$ cat src/rtl/sfb_pkg.sv
// Constants and carrier types for the safe fieldbus select/acknowledge block.
// Assumes a single 200 MHz APB clock domain and byte-wide telegram streams.
package sfb_pkg;

    localparam int          TEL_BYTES      = 6;
    localparam logic [2:0]  IDX_CTRL_LO    = 3'h0;
    localparam logic [2:0]  IDX_CTRL_HI    = 3'h1;
    localparam logic [2:0]  IDX_PROTO      = 3'h2;
    localparam logic [2:0]  IDX_CONS       = 3'h3;
    localparam logic [2:0]  IDX_CRC_HI     = 3'h4;
    localparam logic [2:0]  IDX_CRC_LO     = 3'h5;

    localparam logic [7:0]  OFF_CTRL_WORD  = 8'h00;
    localparam logic [7:0]  OFF_STAT_WORD  = 8'h04;
    localparam logic [7:0]  OFF_DEST_ADDR  = 8'h08;
    localparam logic [7:0]  OFF_SRC_ADDR   = 8'h0c;
    localparam logic [7:0]  OFF_LINK_STAT  = 8'h10;

    localparam logic [15:0] RST_CTRL_WORD  = 16'h0000;
    localparam logic [15:0] RST_STAT_WORD  = 16'h0000;
    localparam logic [15:0] RST_DEST_ADDR  = 16'h0001;
    localparam logic [15:0] RST_SRC_ADDR   = 16'h0001;
    localparam logic [15:0] CRC_POLY       = 16'h1021;

    localparam int          CB_MODE_SEL    = 0;
    localparam int          CB_ESTOP       = 1;
    localparam int          CB_ENABLING    = 2;
    localparam int          CB_SWITCH_ONE  = 3;
    localparam int          CB_SWITCH_TWO  = 4;
    localparam int          CB_SAFE_OUT    = 7;

    typedef struct packed {
        logic [3:0] safe_input;
        logic       safety_error;
        logic       safe_stop_one;
        logic       safety_established;
    } sfb_status_in_t;

    typedef struct packed {
        logic mode_selector_req;
        logic emergency_stop_switch_req;
        logic enabling_control_req;
        logic safety_switch_one_req;
        logic safety_switch_two_req;
        logic safe_output_cmd;
        logic home_switch_req;
    } sfb_select_t;

endpackage : sfb_pkg

$ cat src/rtl/sfb_select_ack.sv
// Safe fieldbus selection and acknowledgment for both safety channels.
// Assumes telegram bytes arrive on a byte stream synchronous to pclk and
// that the reply stream sink may stall; registers sit on a zero-wait APB.

// Overview of operation
// (RQ1) Accept 16-bit control word from master.
// (RQ2) Control byte 1 low, byte 2 high.
// (RQ3) Bit 0 drives mode selector request.
// (RQ4) Bit 1 drives emergency-stop switch request.
// (RQ5) Bit 2 drives enabling-control request.
// (RQ6) Bits 3, 4 drive safety-switch requests.
// (RQ7) Bit 7 commands safe output, 0 inactive.
// (RQ8) Received control bits readable in register.
// (RQ9) Send 16-bit status word to master.
// (RQ10) Status byte 1 low, byte 2 high.
// (RQ11) Ignore upper received byte, send reserved upper.
// (RQ12) Status bit 0 shows established safety.
// (RQ13) Status bit 1 shows safe stop active.
// (RQ14) Status bit 2 shows safety error.
// (RQ15) Status bits 4 to 7 show inputs.
// (RQ16) Acknowledged status word readable in register.
// (RQ17) Command telegram: data, control, number, CRC2.
// (RQ18) Reply telegram: data, status, number, CRC2.
// (RQ19) No test-pulse check on received bits.
// (RQ20) Only home switch comes from local input.
// (RQ21) Configurable destination and source addresses held.
// (RQ22) Apply bits only after CRC, number pass.
// (RQ23) Bits 5, 6, upper bytes, status 3 zero.
module sfb_select_ack (
    input  wire logic                    pclk,
    input  wire logic                    presetn,
    input  wire logic                    psel,
    input  wire logic                    penable,
    input  wire logic                    pwrite,
    input  wire logic [7:0]              paddr,
    input  wire logic [31:0]             pwdata,
    output logic      [31:0]             prdata,
    output logic                         pready,
    output logic                         pslverr,
    input  wire logic                    rx_valid,
    input  wire logic                    rx_first,
    input  wire logic [7:0]              rx_data,
    output logic                         rx_ready,
    output logic                         tx_valid,
    output logic      [7:0]              tx_data,
    input  wire logic                    tx_ready,
    input  wire sfb_pkg::sfb_status_in_t status_in,
    input  wire logic                    home_switch_in,
    output sfb_pkg::sfb_select_t         select_out
);

    function automatic logic [15:0] crc_byte(input logic [15:0] crc,
                                             input logic [7:0]  d);
        logic [15:0] c;
        c = crc ^ {d, 8'h00};
        for (int i = 0; i < 8; i++) begin
            c = c[15] ? ((c << 1) ^ sfb_pkg::CRC_POLY) : (c << 1);
        end
        return c;
    endfunction : crc_byte

    // The seed binds both addresses into the check, so a telegram meant for
    // another axis or another controller fails even with intact data.
    function automatic logic [15:0] crc_tel(input logic [15:0] seed,
                                            input logic [7:0]  b0,
                                            input logic [7:0]  b1,
                                            input logic [7:0]  b2,
                                            input logic [7:0]  b3);
        return crc_byte(crc_byte(crc_byte(crc_byte(seed, b0), b1), b2), b3);
    endfunction : crc_tel

    logic [15:0] ctrl_word;
    logic [15:0] stat_word;
    logic [15:0] dest_addr;
    logic [15:0] src_addr;
    logic [7:0]  rx_buf [0:4];
    logic [7:0]  tx_buf [0:5];
    logic [2:0]  rx_idx;
    logic [2:0]  tx_idx;
    logic        tx_busy;
    logic        synced;
    logic [7:0]  next_cons;
    logic        last_fault;
    logic [7:0]  fault_count;
    logic [7:0]  good_count;

    wire         apb_access = psel & penable;
    wire         apb_wr     = apb_access & pwrite;
    wire         hit_ctrl   = paddr == sfb_pkg::OFF_CTRL_WORD;
    wire         hit_stat   = paddr == sfb_pkg::OFF_STAT_WORD;
    wire         hit_dest   = paddr == sfb_pkg::OFF_DEST_ADDR;
    wire         hit_src    = paddr == sfb_pkg::OFF_SRC_ADDR;
    wire         hit_link   = paddr == sfb_pkg::OFF_LINK_STAT;
    wire         hit_any    = hit_ctrl | hit_stat | hit_dest | hit_src
                              | hit_link;
    wire         ro_write   = pwrite & (hit_ctrl | hit_stat | hit_link);
    wire [15:0]  crc_seed   = dest_addr ^ src_addr;  // [RQ21]

    wire         rx_take    = rx_valid & rx_ready;
    wire         tel_start  = rx_take & rx_first;
    wire         tel_end    = rx_take & ~rx_first
                              & (rx_idx == sfb_pkg::IDX_CRC_LO);
    wire [15:0]  rx_crc_got = {rx_buf[4], rx_data};
    wire [15:0]  rx_crc_exp = crc_tel(crc_seed, rx_buf[0], rx_buf[1],
                                      rx_buf[2], rx_buf[3]);
    wire         crc_ok     = rx_crc_got == rx_crc_exp;  // [RQ17]
    wire         cons_ok    = ~synced | (rx_buf[3] == next_cons);
    wire         tel_ok     = tel_end & crc_ok & cons_ok;  // [RQ22]

    // Upper control byte and bits 5, 6 are stored for display but never
    // reach a selection output.
    wire [15:0]  rx_word    = {rx_buf[1], rx_buf[0]};  // [RQ1] [RQ2]

    // Status bit 3 and the whole upper byte are sent as zero.
    wire [15:0]  new_stat   = {8'h00, status_in.safe_input, 1'b0,
                               status_in.safety_error,
                               status_in.safe_stop_one,
                               status_in.safety_established};  // [RQ12] [RQ13] [RQ14] [RQ15] [RQ11] [RQ23]
    wire [7:0]   rep_proto  = {7'h00, ~tel_ok};
    wire [15:0]  rep_crc    = crc_tel(crc_seed, new_stat[7:0],
                                      new_stat[15:8], rep_proto,
                                      rx_buf[3]);  // [RQ18]

    // A new command is refused while the previous reply still drains, which
    // stalls the master instead of dropping an acknowledgment.
    assign rx_ready = ~tx_busy;
    assign tx_valid = tx_busy;
    assign tx_data  = tx_buf[tx_idx];
    assign pready   = 1'b1;

    always_ff @(posedge pclk or negedge presetn) begin
        if (!presetn) begin
            rx_idx <= 3'h0;
        end else if (tel_start) begin
            rx_idx <= 3'h1;
        end else if (rx_take && rx_idx != 3'h0 && !tel_end) begin
            rx_idx <= rx_idx + 3'h1;
        end else if (tel_end) begin
            rx_idx <= 3'h0;
        end
    end

    // A byte without the start mark outside a telegram is dropped.
    always_ff @(posedge pclk) begin
        if (tel_start) begin
            rx_buf[0] <= rx_data;
        end else if (rx_take && rx_idx != 3'h0 && !tel_end) begin
            rx_buf[rx_idx] <= rx_data;
        end
    end

    // Bits go straight from a checked telegram to the outputs; there is no
    // test-pulse comparison because the CRC already covers both channels.
    always_ff @(posedge pclk or negedge presetn) begin
        if (!presetn) begin
            ctrl_word <= sfb_pkg::RST_CTRL_WORD;
        end else if (tel_ok) begin
            ctrl_word <= rx_word;  // [RQ8] [RQ19]
        end else if (tel_end) begin
            ctrl_word <= sfb_pkg::RST_CTRL_WORD;  // [RQ22]
        end
    end

    always_ff @(posedge pclk or negedge presetn) begin
        if (!presetn) begin
            synced    <= 1'b0;
            next_cons <= 8'h00;
        end else if (tel_ok) begin
            synced    <= 1'b1;
            next_cons <= rx_buf[3] + 8'h01;
        end
    end

    always_ff @(posedge pclk or negedge presetn) begin
        if (!presetn) begin
            last_fault  <= 1'b0;
            fault_count <= 8'h00;
            good_count  <= 8'h00;
        end else if (tel_end) begin
            last_fault  <= ~tel_ok;
            fault_count <= fault_count + {7'h00, ~tel_ok};
            good_count  <= good_count + {7'h00, tel_ok};
        end
    end

    always_ff @(posedge pclk or negedge presetn) begin
        if (!presetn) begin
            stat_word <= sfb_pkg::RST_STAT_WORD;
        end else if (tel_end) begin
            stat_word <= new_stat;  // [RQ16] [RQ9]
        end
    end

    always_ff @(posedge pclk) begin
        if (tel_end) begin
            tx_buf[0] <= new_stat[7:0];  // [RQ10]
            tx_buf[1] <= new_stat[15:8];
            tx_buf[2] <= rep_proto;
            tx_buf[3] <= rx_buf[3];
            tx_buf[4] <= rep_crc[15:8];
            tx_buf[5] <= rep_crc[7:0];
        end
    end

    always_ff @(posedge pclk or negedge presetn) begin
        if (!presetn) begin
            tx_busy <= 1'b0;
            tx_idx  <= 3'h0;
        end else if (tel_end) begin
            tx_busy <= 1'b1;
            tx_idx  <= 3'h0;
        end else if (tx_busy && tx_ready) begin
            tx_busy <= tx_idx != sfb_pkg::IDX_CRC_LO;
            tx_idx  <= (tx_idx == sfb_pkg::IDX_CRC_LO) ? 3'h0
                                                        : tx_idx + 3'h1;
        end
    end

    always_ff @(posedge pclk or negedge presetn) begin
        if (!presetn) begin
            dest_addr <= sfb_pkg::RST_DEST_ADDR;
            src_addr  <= sfb_pkg::RST_SRC_ADDR;
        end else if (apb_wr && hit_dest) begin
            dest_addr <= pwdata[15:0];  // [RQ21]
        end else if (apb_wr && hit_src) begin
            src_addr  <= pwdata[15:0];  // [RQ21]
        end
    end

    always_comb begin
        prdata = 32'h0000_0000;
        if (apb_access && !pwrite) begin
            case (1'b1)
                hit_ctrl: prdata = {16'h0000, ctrl_word};  // [RQ8]
                hit_stat: prdata = {16'h0000, stat_word};  // [RQ16]
                hit_dest: prdata = {16'h0000, dest_addr};
                hit_src:  prdata = {16'h0000, src_addr};
                hit_link: prdata = {good_count, fault_count, 14'h0000,
                                    last_fault, synced};
                default:  prdata = 32'h0000_0000;
            endcase
        end
    end

    assign pslverr = apb_access & (~hit_any | ro_write);

    // Selection bits come only from the accepted word; 0 is the deselected,
    // safe level. The home switch is the one local input still honoured.
    assign select_out.mode_selector_req =
        ctrl_word[sfb_pkg::CB_MODE_SEL];  // [RQ3]
    assign select_out.emergency_stop_switch_req =
        ctrl_word[sfb_pkg::CB_ESTOP];  // [RQ4]
    assign select_out.enabling_control_req =
        ctrl_word[sfb_pkg::CB_ENABLING];  // [RQ5]
    assign select_out.safety_switch_one_req =
        ctrl_word[sfb_pkg::CB_SWITCH_ONE];  // [RQ6]
    assign select_out.safety_switch_two_req =
        ctrl_word[sfb_pkg::CB_SWITCH_TWO];  // [RQ6]
    assign select_out.safe_output_cmd =
        ctrl_word[sfb_pkg::CB_SAFE_OUT];  // [RQ7] [RQ23]
    assign select_out.home_switch_req = home_switch_in;  // [RQ20]

endmodule : sfb_select_ack

$ cat config.mk
export PLATFORM = sky130hd
export DESIGN_NAME = sfb_select_ack
export DESIGN_NICKNAME = d
export VERILOG_FILES = /design/src/rtl/sfb_pkg.sv /design/src/rtl/sfb_select_ack.sv
export SDC_FILE = /design/constraint.sdc
export NUM_CORES = 1
export LEC_CHECK = 0
export BUFFER_PORTS_ARGS = -buffer_cell sky130_fd_sc_hd__buf_4
export CAP_MARGIN = 20
export CORE_MARGIN = 4
export CORE_UTILIZATION = 50
export CTS_CLUSTER_SIZE = 24
export DETAILED_ROUTE_END_ITERATION = 8
export PLACE_DENSITY = 0.67
export SLEW_MARGIN = 20
export SYNTH_ARGS = -nofsm -noshare
export SYNTH_HDL_FRONTEND = slang
export SYNTH_SLANG_ARGS = --single-unit
$ cat constraint.sdc
create_clock -name pclk -period 5.8 [get_ports pclk]
set_input_delay 0.87 -clock pclk [delete_from_list [all_inputs] [get_ports pclk]]
set_output_delay 0.87 -clock pclk [all_outputs]
set_load 0.01 [all_outputs]
==> impl_metrics.yaml <==
cts:
  clkSinkCount: 160
  clkTransAtPathRegs_ns: 0.07
  root_buffer: "clkbuf_16"
  numCtsBuffers: 17
  clock_path_buffers: 2
  clk_latency_ns: 0.43
  ctsHoldBuffers: 0
  cts_tree: "built"
  htree_levels: 4
  post_cts_resized: 0
  post_cts_buffers: 0
global_routing:
  grt_max_degree: 71
  use_met1: 0.306
  antenna_found_initial: 0
  grt_use_met2: 0.365
  grt-ovfl-total: 0
  grt_pass1_wl_um: 34200
  grt_use_met3: 0.0363
  busiest_layer: "met2"
  grtUsageTotal: 0.221
  grt_pass1_vias: 6008
placement:
  routabilityCongestion: 0.968
  placed_cells: 1025
  hpwl_um: 16200
  io_buffers: 95
critical_path:
  endpoint_kind: "register"
  critPathKind: "reg -> reg"
  startpoint_type: "register"
  critPathRequiredTime_ns: 6.11
  path_max_fanout: 4
  cp.arrival_ns: 5.06
finish:
  final_cell_mix: "xnor2_1 (128), buf_4 (102), dfrtp_1 (86)"
  synthToLayoutAreaGrowth_pct: 15.8
  n_antenna_cell: 0
  final_common_cell: "xnor2_1"
  num-fill-cells: 1479
  drive_gt1_frac: 0.227
  layout.nets: 887
  stdcell_count: 1057
min_path:
  hold_path.class: "in -> async"
sta:
  grt_setup_unrepaired: "false"
  setup_violations: 0
  clock_skew_ns: 0.0136
  setup_tns_ns: 0
  period_share: 0.818
  relSlewSlack: 0.325
  maxSlewViolCount: 0
  layout_min_cycle_time_ns: 4.74
  timing.final.hold_violations: 0
  tightest_slew_ns: 1.01
  fmax_mhz: 211
synth:
  ys_seq_area_frac: 0.475
  yosys_register_bits: 160
  synth_warnings: 0
  synth_area_leader_cell: "edfxtp_1"
  syn_area_per_cell_um2: 12.5
  synth_top_area_share: 0.235
  ys.flop_type: "dfrtp_1"
  yosysUniqueCellTypes: 54
  netlist_top_cells_area: "edfxtp_1 (23%), dfrtp_1 (23%), xnor2_1 (12%)"
  synth-edff-count: 72
  syn-cell-area_um2: 9200
  synth_nets: 807
  async_reset_ff_frac: 0.550
  postSynthCellCount: 735
power_and_ir_drop:
  power_density_nw_per_um2: 395
  power_leakage_nw: 4.66
  ir_worst_vdd_mv: 0.243
  power_mw: 4.21
detailed_routing:
  postRouteAntennaNets: 0
  vias_per_cell: 5.62
  post_drt_wl_per_cell_um: 20.7
  num_vias: 5936
  dr.pass1.iters: 7
  drt-initial-drc-count: 495
  wirelength_um: 21900
  drc: 0
floorplan:
  start_util: 0.510
  dieHeight_um: 144
  die_w_um: 144
  io_pins: 115
  rows: 49
  die_area_um2: 20600
  core-area_um2: 18000
status:
  status: "completed"
job:
  cap_violations: 0
[worst max-delay path: stages (launching register included)]
cell,delay [ns]
dfrtp_1,0.42
xor3_1,0.50
xor2_1,0.46
xnor3_1,0.56
xnor3_1,0.41
xnor2_1,0.18
or3_1,0.31
a222oi_1,0.52
and4_1,0.32
ha_1,0.19
ha_1,0.17
nand4_1,0.13
or2_2,0.33
xnor2_1,0.12
[layer usage]
metal / routed length (um) / share of wire / vias up
met5: 0 / 0 / -
met4: 386 / 0.018 / 0
met3: 1160 / 0.053 / 32
met2: 10700 / 0.49 / 185
met1: 9670 / 0.44 / 2970
li1: - / - / 2749
[Yosys cell counts (all sizes together), types with 13 or more instances]
cell,n
xnor2,130
mux2,42
clkbuf,25
nand3,14
xor3,15
edfxtp,72
buf,16
nor2,37
nand2,52
dfrtp,86
a21oi,17
xor2,50
a22oi,13
a22o,18
and2,17
xnor3,24
[logic make-up after synthesis]
kind of cell	synth area share
AO/OA/AOI/OAI	0.0628
XOR/XNOR	0.273
adder cells (fa/ha/maj)	0.0109
buffers and inverters	0.0235
flip-flops	0.475
multiplexers	0.0693
other	0.000408
AND/OR/NAND/NOR	0.0858
[final timing paths]
check / from / end / slack [ns] / cells after the start
worst max-delay path: dest_addr[10] / good_count[6] / 1.06 / 13
worst min-delay path: presetn / stat_word[4] / 0.31 / 1
worst max register to register: dest_addr[10] / good_count[6] / 1.06 / 13
worst min register to register: fault_count[7] / fault_count[7] / 0.47 / 1
max in group asynchronous: presetn / fault_count[7] / 4.29 / 2
min in group pclk: fault_count[7] / fault_count[7] / 0.47 / 1
[metrics by stage]
step	worst slack, ns	utilization	cell area, um^2	hold slack (ns)
floorplan	1.63	-	9200	0.424
global placement	1.19	0.559	10100	0.452
detailed placement	1.10	0.559	10100	0.461
CTS	1.09	0.591	10700	0.307
global route	0.825	0.591	10700	0.319
finish	1.06	0.591	10700	0.305
[flip-flops by register name, indices dropped and copies added (netlist names), 7 cells and up]
| signal | flops |
|---|---|
| ctrl_word | 16 |
| dest_addr | 16 |
| fault_count | 8 |
| good_count | 8 |
| next_cons | 8 |
| rx_buf | 40 |
| src_addr | 16 |
| stat_word | 7 |
| tx_buf | 32 |
[power by group]
group / internal, mW / switching, mW / total (mW)
registers: 1.29 / 0.0919 / 1.38
logic: 0.913 / 0.813 / 1.73
clock network: 0.597 / 0.504 / 1.10
[cell type report]
cell class	instances	area (um^2)	area share
well taps	229	287	0.0269
clock buffers	18	450	0.0423
inverters	6	22.5	0.00211
repair buffers	102	766	0.0718
flip-flops and latches	160	4370	0.410
multi-input cells	528	4630	0.434
clock inverters	14	136	0.0128
Power figures use the tool's default switching activity.
